$ cat config.mk
export PLATFORM = sky130hd
export DESIGN_NAME = lpi_cmd_logic
export DESIGN_NICKNAME = d
export VERILOG_FILES = /design/src/hdl/lpi_pkg.sv /design/src/hdl/lpi_cmd_logic.sv
export VERILOG_INCLUDE_DIRS = /design/src /design/src/hdl
export SDC_FILE = /design/constraint.sdc
export NUM_CORES = 1
export LEC_CHECK = 0
export ABC_AREA = 1
export BUFFER_PORTS_ARGS = -buffer_cell sky130_fd_sc_hd__buf_2
export CAP_MARGIN = 25
export CORE_UTILIZATION = 35
export DETAILED_ROUTE_END_ITERATION = 10
export GPL_TIMING_DRIVEN = 0
export SYNTH_ARGS = -nofsm -noshare
export SYNTH_HDL_FRONTEND = slang
export SYNTH_SLANG_ARGS = --single-unit
$ cat constraint.sdc
create_clock -name CLK -period 2 [get_ports CLK]
set_clock_uncertainty 0.15 [all_clocks]
set_input_delay 0.3 -clock CLK [delete_from_list [all_inputs] [get_ports CLK]]
set_output_delay 0.3 -clock CLK [all_outputs]
set_load 0.01 [all_outputs]
$ cat src/hdl/lpi_cfg.svh
// command codes and timing for the indicator / power save command logic
// assumes one 10 MHz clock; included by the top module only, not by the package
`ifndef LPI_CFG_SVH
`define LPI_CFG_SVH
`define LPI_CMD_IND_OFF   8'hac
`define LPI_CMD_IND_ON    8'had
`define LPI_CMD_SAVE_SBY  8'ha8
`define LPI_CMD_SAVE_SLP  8'ha9
`define LPI_CMD_SAVE_EXIT 8'he1
`define LPI_CMD_REV_SET   4'h3
`define LPI_CMD_REV_RST   8'he4
`define LPI_CMD_OSC_ON    8'hab
`define LPI_CMD_NOP       8'he3
`define LPI_CMD_RESET     8'he2
`define LPI_CMD_TEST      4'hf
`define LPI_IND_RST       2'h0
`define LPI_REV_RST       4'h0
`define LPI_CLK_HZ        10000000
`define LPI_HALF_SEC_MS   500
`define LPI_ONE_SEC_MS    1000
`endif

$ cat src/hdl/lpi_pkg.sv
// types for the indicator / power save command logic
// assumes nothing beyond the config header
package lpi_pkg;
  typedef enum logic [2:0] {
    LPI_RUN  = 3'b001,
    LPI_SBY  = 3'b010,
    LPI_SLP  = 3'b100
  } lpi_pwr_t;
  typedef enum logic [1:0] {
    LPI_IND_OFF   = 2'h0,
    LPI_IND_SLOW  = 2'h1,
    LPI_IND_FAST  = 2'h2,
    LPI_IND_STEADY = 2'h3
  } lpi_ind_t;
endpackage : lpi_pkg

$ cat src/hdl/lpi_cmd_logic.sv
// single-byte command decoder for indicator, power save, reversal, osc
// assumes host write strobe is one cycle, synchronous to CLK
//
// Summary of operation
// - indicator set stores two low bits
// - indicator code selects off/blink/steady
// - power save bit0: standby or sleep
// - low power keeps settings and ram access
// - sleep halts oscillator and supply
// - sleep drives segments/commons to supply
// - standby halts supply, oscillator runs
// - standby stops duty drive, indicator runs
// - blanking output low in low power
// - exit restores previous operating state
// - reversal set loads four-bit line count
// - reversal reset keeps stored count
// - osc start needs master and internal select
// - test mode entered by 0xf? byte
// - after indicator on only register set
// - reset command reinitialises indicator, test
`timescale 1ns/10ps
`default_nettype none
`include "lpi_cfg.svh"
module lpi_cmd_logic
  import lpi_pkg::*;
#(
  parameter int CLK_HZ = `LPI_CLK_HZ
)(
  // clock and reset
  input  wire logic       CLK,
  input  wire logic       RST_N,
  // host write port
  input  wire logic       WR_STB,
  input  wire logic       CMD_DATA_SELECT,
  input  wire logic [7:0] DATA_IN,
  // straps
  input  wire logic       MASTER_SELECT,
  input  wire logic       INTERNAL_OSC_SELECT,
  // outputs
  output logic            DISPLAY_BLANK_OUT,
  output logic            OSC_RUN,
  output logic            SUPPLY_RUN,
  output logic            DUTY_DRIVE_RUN,
  output logic            OUTPUTS_AT_SUPPLY,
  output logic            INDICATOR_OUT,
  output logic            NLINE_ACTIVE,
  output logic [3:0]      REVERSAL_LINE_COUNT,
  output logic            TEST_MODE
);
  localparam int HALF_CYC = CLK_HZ / 1000 * `LPI_HALF_SEC_MS / 2;
  localparam int ONE_CYC  = CLK_HZ / 1000 * `LPI_ONE_SEC_MS / 2;
  // divider reloads on the compare, so each half period is exactly
  // HALF_CYC or ONE_CYC cycles; 24 bits cover a 10 MHz clock
  // limitation: a much faster clock needs a wider divider

  lpi_pwr_t   pwr_reg, pwr_next;
  lpi_ind_t   ind_reg, ind_next;
  logic [3:0] rev_reg, rev_next;
  logic       nline_reg, nline_next;
  logic       ind_wait_reg, ind_wait_next;
  logic       osc_on_reg, osc_on_next;
  logic       test_reg, test_next;
  logic [23:0] div_reg, div_next;
  logic       tog_reg, tog_next;
  logic       ind_out_next;
  logic       cmd;

  assign cmd = WR_STB && !CMD_DATA_SELECT;

  always_comb
  begin
    pwr_next      = pwr_reg;
    ind_next      = ind_reg;
    rev_next      = rev_reg;
    nline_next    = nline_reg;
    ind_wait_next = ind_wait_reg;
    osc_on_next   = osc_on_reg;
    test_next     = test_reg;
    if (cmd)
    begin
      if (ind_wait_reg)
      begin
        // only register set
        // hazard: any byte here is data, a reset command too,
        // so a lost data byte leaves the pair open
        // two low bits
        ind_next      = lpi_ind_t'(DATA_IN[1:0]);
        ind_wait_next = 1'b0;
      end
      else if (DATA_IN[7:4] == `LPI_CMD_TEST)
      begin
        test_next = 1'b1;
      end
      else if (DATA_IN[7:4] == `LPI_CMD_REV_SET)
      begin
        rev_next   = DATA_IN[3:0];
        nline_next = 1'b1;
      end
      else
      begin
        case (DATA_IN)
          `LPI_CMD_IND_ON:    ind_wait_next = 1'b1;
          `LPI_CMD_IND_OFF:   ind_next = LPI_IND_OFF;
          `LPI_CMD_SAVE_SBY:  pwr_next = LPI_SBY;
          `LPI_CMD_SAVE_SLP:  pwr_next = LPI_SLP;
          // settings untouched, so exit restores them
          `LPI_CMD_SAVE_EXIT: pwr_next = LPI_RUN;
          `LPI_CMD_REV_RST:   nline_next = 1'b0;
          `LPI_CMD_OSC_ON:
          begin
            if (MASTER_SELECT && INTERNAL_OSC_SELECT)
              osc_on_next = 1'b1;
          end
          `LPI_CMD_NOP:       test_next = 1'b0;
          `LPI_CMD_RESET:
          begin
            ind_next  = lpi_ind_t'(`LPI_IND_RST);
            test_next = 1'b0;
          end
          default:            ;
        endcase
      end
    end
  end

  // blink from oscillator; halted only in sleep
  always_comb
  begin
    div_next = div_reg;
    tog_next = tog_reg;
    if (pwr_reg != LPI_SLP)
    begin
      if (ind_reg == LPI_IND_SLOW ? div_reg >= 24'(HALF_CYC - 1)
                                  : div_reg >= 24'(ONE_CYC - 1))
      begin
        div_next = 24'h0;
        tog_next = !tog_reg;
      end
      else
        div_next = div_reg + 24'h1;
    end
    // indicator code decode
    // decoded from next values so the output changes on the same edge as the setting
    // trade-off: blink phase runs free, not restarted per setting
    case (ind_next)
      LPI_IND_OFF:    ind_out_next = 1'b0;
      LPI_IND_SLOW,
      LPI_IND_FAST:   ind_out_next = tog_reg;
      LPI_IND_STEADY: ind_out_next = 1'b1;
      default:        ind_out_next = 1'b0;
    endcase
    if (pwr_next == LPI_SLP)
      ind_out_next = 1'b0;
  end

  always_ff @(posedge CLK)
  begin
    if (!RST_N)
    begin
      pwr_reg      <= LPI_RUN;
      ind_reg      <= lpi_ind_t'(`LPI_IND_RST);
      rev_reg      <= `LPI_REV_RST;
      nline_reg    <= 1'b0;
      ind_wait_reg <= 1'b0;
      osc_on_reg   <= 1'b0;
      test_reg     <= 1'b0;
      div_reg      <= 24'h0;
      tog_reg      <= 1'b0;
      DISPLAY_BLANK_OUT   <= 1'b1;
      OSC_RUN             <= 1'b0;
      SUPPLY_RUN          <= 1'b1;
      DUTY_DRIVE_RUN      <= 1'b1;
      OUTPUTS_AT_SUPPLY   <= 1'b0;
      INDICATOR_OUT       <= 1'b0;
      NLINE_ACTIVE        <= 1'b0;
      REVERSAL_LINE_COUNT <= `LPI_REV_RST;
      TEST_MODE           <= 1'b0;
    end
    else
    begin
      pwr_reg      <= pwr_next;
      ind_reg      <= ind_next;
      rev_reg      <= rev_next;
      nline_reg    <= nline_next;
      ind_wait_reg <= ind_wait_next;
      osc_on_reg   <= osc_on_next;
      test_reg     <= test_next;
      div_reg      <= div_next;
      tog_reg      <= tog_next;
      DISPLAY_BLANK_OUT   <= (pwr_next == LPI_RUN);
      // sleep stops oscillator; standby keeps it
      // start request survives sleep so exit brings it back
      OSC_RUN             <= osc_on_next && (pwr_next != LPI_SLP);
      SUPPLY_RUN          <= (pwr_next == LPI_RUN);
      // duty drive stopped, outputs at supply
      DUTY_DRIVE_RUN      <= (pwr_next == LPI_RUN);
      OUTPUTS_AT_SUPPLY   <= (pwr_next != LPI_RUN);
      INDICATOR_OUT       <= ind_out_next;
      NLINE_ACTIVE        <= nline_next;
      REVERSAL_LINE_COUNT <= rev_next;
      TEST_MODE           <= test_next;
    end
  end
endmodule : lpi_cmd_logic
`default_nettype wire

==> impl_metrics.yaml, run 1 <==
global_route:
  antenna_found_initial: 0
  grt_pass1_vias: 2238
  grt_pass1_wl_um: 10140
  grt_max_degree: 15
  grt_overflow: 0
  grt_usage: 0.1725
final_layout:
  final_cell_area_mm2: 0.002874
  layout.nets: 445
  nFillCells: 748
  layout-drive-gt1-share: 0.1678
  fin_util: 0.4184
  num_antenna_cells: 0
  syn2layout_area_growth_pct: 14.51
  largest_register_ffs: 24
power:
  peakVddDrop_uv: 256.4
  p_leak_nw: 1.398
  power.density_mw_per_mm2: 520.0
  p_sw_w: 0.0003768
  p_clk_frac: 0.373
  seqPwrFrac: 0.568
  p_int_w: 0.001118
  power.total_w: 0.001494
  switching_share: 0.2521
  combPwrFrac: 0.059
place:
  gp_congestion: 0.9105
  post-place-ws_ns: -0.1643
  dp_hpwl_um: 4583
  port_buffers: 24
  place_area_mm2: 0.002750
clock_network:
  cts_root_buf: "clkbuf_8"
  tritoncts: "built"
  cts.path.max_buffers: 2
  clock_latency_ns: 0.30
  htreeDepth: 2
  cts.sinks: 42
  cts_hold_buf: 0
  clk_pin_slew_worst_paths_ns: 0.09
  cts_buffers: 5
die:
  die_x_um: 86.68
  start_util: 0.3654
  rows: 30
  die_y_um: 86.68
  core_area_mm2: 0.006869
  ios: 26
  dieArea_mm2: 0.007513
sta:
  whs_ns: 0.1026
  setup_viol: 0
  fmax_mhz: 535.6
  period_needed_ns: 1.867
  worst_pin_slew_ns: 0.5492
  maxSlewViolCount: 0
  hold_violations: 0
  worst_slew_margin_rel: 0.6339
  fin_crit_sh: 0.9336
  rsz0062_at_grt: "false"
  worst_slack_ns: 0.1328
hold_path:
  hp-class: "in2reg"
  min_from: "DATA_IN[1]"
critical_path:
  cp.arrival_ns: 1.91
  r2r-start: "div_reg[0]"
  rr_worst_depth: 12
  r2r_slack_ns: 0.13
  crit_path_end_kind: "flop"
  crit_end: "div_reg[14]"
  path_class: "reg2reg"
  crit_fanout: 3
  startpoint: "div_reg[0]"
  required_ns: 2.04
  cp-start-kind: "flop"
  r2r_end: "div_reg[14]"
synth:
  synth_seq_cells: 42
  ys_types: 31
  yosys_warnings: 0
  async_reset_ff_frac: 0
  netlist_instances: 396
  yosysSeqAreaShare: 0.3350
  syn_avg_cell_area_um2: 6.338
  synth_edf_count: 0
  syn_nets: 413
  netlist_area_mm2: 0.002510
  ys.flop_type: "dfxtp_1"
route:
  wire_per_inst_um: 11.28
  vias_per_cell: 4.630
  drt_iter0_drc: 164
  ant_nets: 0
  vias: 2431
  firstDrtPassIters: 4
  routed_wl_um: 5921
  drc: 0
run:
  drv_cap: 0
outcome:
  status: "completed"
[final cells by class]
| cell class | count | area (um2) | area share |
|---|---|---|---|
| Multi-Input combinational cell | 278 | 1375 | 0.4784 |
| Sequential cell | 42 | 842.1 | 0.2930 |
| Inverter | 67 | 251.5 | 0.08751 |
| Timing Repair Buffer | 25 | 127.6 | 0.04441 |
| Tap cell | 96 | 120.1 | 0.04179 |
| Clock buffer | 5 | 68.82 | 0.02394 |
| Buffer | 9 | 67.56 | 0.02351 |
| Clock inverter | 3 | 21.27 | 0.007401 |
[power groups by stage]
| stage | combinational [W] | clock (W) | sequential [W] |
|---|---|---|---|
| after floorplan | 0.0000509 | 0 | 0.000868 |
| after global placement | 0.0000851 | 0 | 0.000868 |
| after detailed placement | 0.0000860 | 0 | 0.000869 |
| after CTS | 0.0000861 | 0.000580 | 0.000849 |
| after global routing | 0.000101 | 0.000617 | 0.000851 |
| final | 0.0000879 | 0.000557 | 0.000849 |
[cell usage after synthesis, types with 2 or more instances]
master	count	area, um2
a21oi_1	17	85.08
buf_4	5	37.54
buf_6	2	22.52
clkbuf_1	2	7.510
dfxtp_1	42	840.8
ha_1	3	37.54
inv_1	64	240.2
inv_2	3	11.26
nand2_1	93	349.1
nand2_2	8	50.05
nand3_1	41	205.2
nand3_2	5	50.05
nand4_1	11	68.82
nor2_1	59	221.5
nor2_2	6	37.54
nor2_4	2	22.52
nor3_1	8	40.04
o21ai_0	9	45.04
o21ai_1	2	10.01
xor2_1	3	26.28
[how the worst min path moves through the flow]
stage	endpoint	slack, ns	cells past startpoint
floorplan	test_reg	0.27	1
global placement	div_reg[0]	0.32	2
detailed placement	nline_reg	0.33	2
CTS	test_reg	0.10	2
global route	test_reg	0.1	2
finish	test_reg	0.10	2
[cell families (layout without fill, tap and decap cells)]
group / after synthesis / after routing / share of synthesized area
AO/OA/AOI/OAI: 33 / 33 / 0.07129
XOR/XNOR: 4 / 4 / 0.01396
adder cells (fa/ha/maj): 3 / 3 / 0.01496
buffers and inverters: 76 / 109 / 0.1271
flip-flops: 42 / 42 / 0.3350
AND/OR/NAND/NOR: 238 / 238 / 0.4377
[layer usage]
layer | vias up | track usage | share of wire
met4 | 0 | 0.06061 | 0.014
met2 | 37 | 0.2662 | 0.44
met5 | - | 0 | 0
met3 | 8 | 0.03048 | 0.032
li1 | 1307 | - | -
met1 | 1079 | 0.2411 | 0.52
[per-stage QoR]
step | std cells | setup TNS, ns
2_1_floorplan | 396 | 0
3_3_place_gp | 516 | -0.1604
3_5_place_dp | 516 | -0.1643
4_1_cts | 524 | 0
5_1_grt | 525 | 0
6_report | 525 | 0
[cells in the final DEF (no fill, tap or decap)]
| cell type | instances |
|---|---|
| nor3b_4 | 1 |
| o21ai_0 | 9 |
| nand3b_1 | 1 |
| ha_1 | 2 |
| xor2_1 | 3 |
| inv_2 | 3 |
| dfxtp_2 | 1 |
| nand2_1 | 93 |
| o22ai_1 | 1 |
| buf_2 | 24 |
| nand2_2 | 7 |
| buf_6 | 2 |
| clkbuf_8 | 5 |
| ha_2 | 1 |
| nor2_2 | 6 |
| clkinv_2 | 1 |
| nor2_4 | 3 |
| o21bai_1 | 1 |
| nand3_2 | 6 |
| dfxtp_1 | 41 |
| nand3_1 | 40 |
| clkinvlp_4 | 1 |
| nor3_2 | 2 |
| clkbuf_1 | 2 |
| nor2_1 | 58 |
| nor3_1 | 7 |
| xnor2_1 | 1 |
| nand2_4 | 2 |
| or3_1 | 1 |
| inv_1 | 64 |
| a311oi_1 | 1 |
| a21oi_1 | 17 |
| o21ai_1 | 2 |
| nand4_1 | 11 |
| clkinv_4 | 1 |
| buf_4 | 6 |
| o211ai_1 | 1 |
| o22a_1 | 1 |
[critical path, stage by stage, from the launching register on]
cell     delay [ns]
dfxtp_1        0.37
ha_2           0.20
nand3_2        0.11
inv_2          0.10
nand2_2        0.08
nor2_4         0.13
nand2_2        0.10
nor2_4         0.15
nand3_2        0.11
inv_1          0.10
nand2_1        0.05
o21ai_1        0.07
nor2_1         0.05
[what timing repair did]
item	4_1_cts	5_1_grt
endpoints found under the setup margin	2	6
resized for setup	1	6
hold endpoints to repair	0	0
pin swaps	0	1
setup buffers	0	1
No activity file was read; power rests on OpenSTA's default activity.
==> inputs of run 2 (changes only) <==
==> constraint.sdc (replaced) <==
create_clock -name CLK -period 2 [get_ports CLK]
set_clock_uncertainty 0.15 [all_clocks]
set_input_delay 0.2 -clock CLK [delete_from_list [all_inputs] [get_ports CLK]]
set_output_delay 0.2 -clock CLK [all_outputs]
set_load 0.01 [all_outputs]
==> impl_metrics.yaml, run 2 (synthesis results as in run 1) <==
global_route:
  antenna_found_initial: 0
  grt_overflow: 0
  grt_max_degree: 15
  grt_pass1_vias: 2238
  grt_pass1_wl_um: 10140
  grt_usage: 0.1725
critical_path:
  startpoint: "div_reg[0]"
  crit_end: "div_reg[14]"
  cp.arrival_ns: 1.91
  path_class: "reg2reg"
  r2r-start: "div_reg[0]"
  r2r_slack_ns: 0.13
  cp-start-kind: "flop"
  r2r_end: "div_reg[14]"
  crit_fanout: 3
  rr_worst_depth: 12
  crit_path_end_kind: "flop"
  required_ns: 2.04
die:
  ios: 26
  die_y_um: 86.68
  dieArea_mm2: 0.007513
  die_x_um: 86.68
  rows: 30
  start_util: 0.3654
  core_area_mm2: 0.006869
final_layout:
  syn2layout_area_growth_pct: 14.81
  fin_util: 0.4195
  final_cell_mix: "93 x nand2_1, 64 x inv_1, 59 x nor2_1, 41 x dfxtp_1, 40 x nand3_1"
  num_antenna_cells: 0
  largest_register_ffs: 24
  final_cell_area_mm2: 0.002882
  final_common_cell: "nand2_1"
  layout-drive-gt1-share: 0.1651
  instances_no_fill: 526
  layout.nets: 446
clock_network:
  htreeDepth: 2
  cts.sinks: 42
  tritoncts: "built"
  clock_latency_ns: 0.30
  cts_root_buf: "clkbuf_8"
  cts.path.max_buffers: 2
  cts_buffers: 5
  clk_pin_slew_worst_paths_ns: 0.08
sta:
  fin_crit_sh: 0.9328
  fmax_mhz: 536.0
  rsz0062_at_grt: "false"
  hold_violations: 0
  whs_ns: 0.04831
  worst_pin_slew_ns: 0.5479
  maxSlewViolCount: 0
  period_needed_ns: 1.866
  setup_viol: 0
  worst_slew_margin_rel: 0.6347
power:
  p_clk_frac: 0.371
  p_leak_nw: 1.402
  seqPwrFrac: 0.569
  switching_share: 0.2500
  peakVddDrop_uv: 254.6
  power.density_mw_per_mm2: 517.6
  p_int_w: 0.001119
  combPwrFrac: 0.060
  p_sw_w: 0.0003728
route:
  drc: 0
  ant_nets: 0
  routed_wl_um: 5913
  drt_iter0_drc: 164
  vias_per_cell: 4.637
  firstDrtPassIters: 4
  vias: 2439
  wire_per_inst_um: 11.24
place:
  gp_congestion: 0.9105
  dp_hpwl_um: 4583
  place_area_mm2: 0.002750
  placed_cells: 516
  port_buffers: 24
run:
  drv_cap: 0
outcome:
  status: "completed"
hold_path:
  hp-class: "in2reg"
-- run 2: layer usage --
metal	routed length (um)	share of wire	track usage	up-vias
li1	-	-	-	1306
met1	2989	0.51	0.2411	1084
met2	2623	0.44	0.2662	43
met3	221	0.037	0.03048	6
met4	79	0.013	0.06061	0
met5	0	0	0	-
-- run 2: stage by stage --
step                setup WS [ns]  setup TNS [ns]  total power, W
finish                     0.1343               0        0.001491
global route              0.01232               0        0.001569
CTS                       0.06258               0        0.001515
detailed placement       -0.06427        -0.06427       0.0009547
global placement         -0.06041        -0.06041       0.0009533
floorplan                  0.2553               0       0.0009190
-- run 2: power by group through the flow --
stage / Sequential, W / Clock [W] / Combinational [W]
2_1_floorplan: 0.000868 / 0 / 0.0000509
3_3_place_gp: 0.000868 / 0 / 0.0000851
3_5_place_dp: 0.000869 / 0 / 0.0000860
4_1_cts: 0.000849 / 0.000580 / 0.0000861
5_1_grt: 0.000851 / 0.000617 / 0.000102
6_report: 0.000849 / 0.000553 / 0.0000888
-- run 2: repair_timing --
item / in CTS / in global routing
setup buffers: 0 / 1
gates resized for setup: 1 / 5
hold buffers: 0 / 1
hold endpoints to repair: 0 / 1
pin swaps: 0 / 1
endpoints found under the setup margin: 2 / 6
-- run 2: worst min path at each step --
stage | to | slack, ns | depth (start not counted) | startpoint
after global routing | rev_reg[2] | 0.05 | 3 | DATA_IN[2]
final | rev_reg[2] | 0.05 | 3 | DATA_IN[2]
after floorplan | test_reg | 0.17 | 1 | DATA_IN[1]
after global placement | div_reg[0] | 0.32 | 2 | div_reg[0]
after detailed placement | nline_reg | 0.33 | 2 | nline_reg
after CTS | test_reg | 0.003 | 2 | DATA_IN[1]
-- run 2: layout make-up --
cell class	instances	area (um2)
Buffer	9	67.56
Clock buffer	5	68.82
Sequential cell	42	842.1
Tap cell	96	120.1
Inverter	67	251.5
Clock inverter	3	21.27
Fill cell	748	3988
Timing Repair Buffer	26	137.6
Multi-Input combinational cell	278	1373
-- run 2: worst max-delay path: stages, from the launching register on --
cell,delay [ns]
dfxtp_1,0.37
ha_2,0.20
nand3_2,0.11
inv_2,0.10
nand2_2,0.08
nor2_4,0.13
nand2_2,0.10
nor2_4,0.15
nand3_2,0.11
inv_1,0.10
nand2_1,0.05
o21ai_1,0.07
nor2_1,0.05
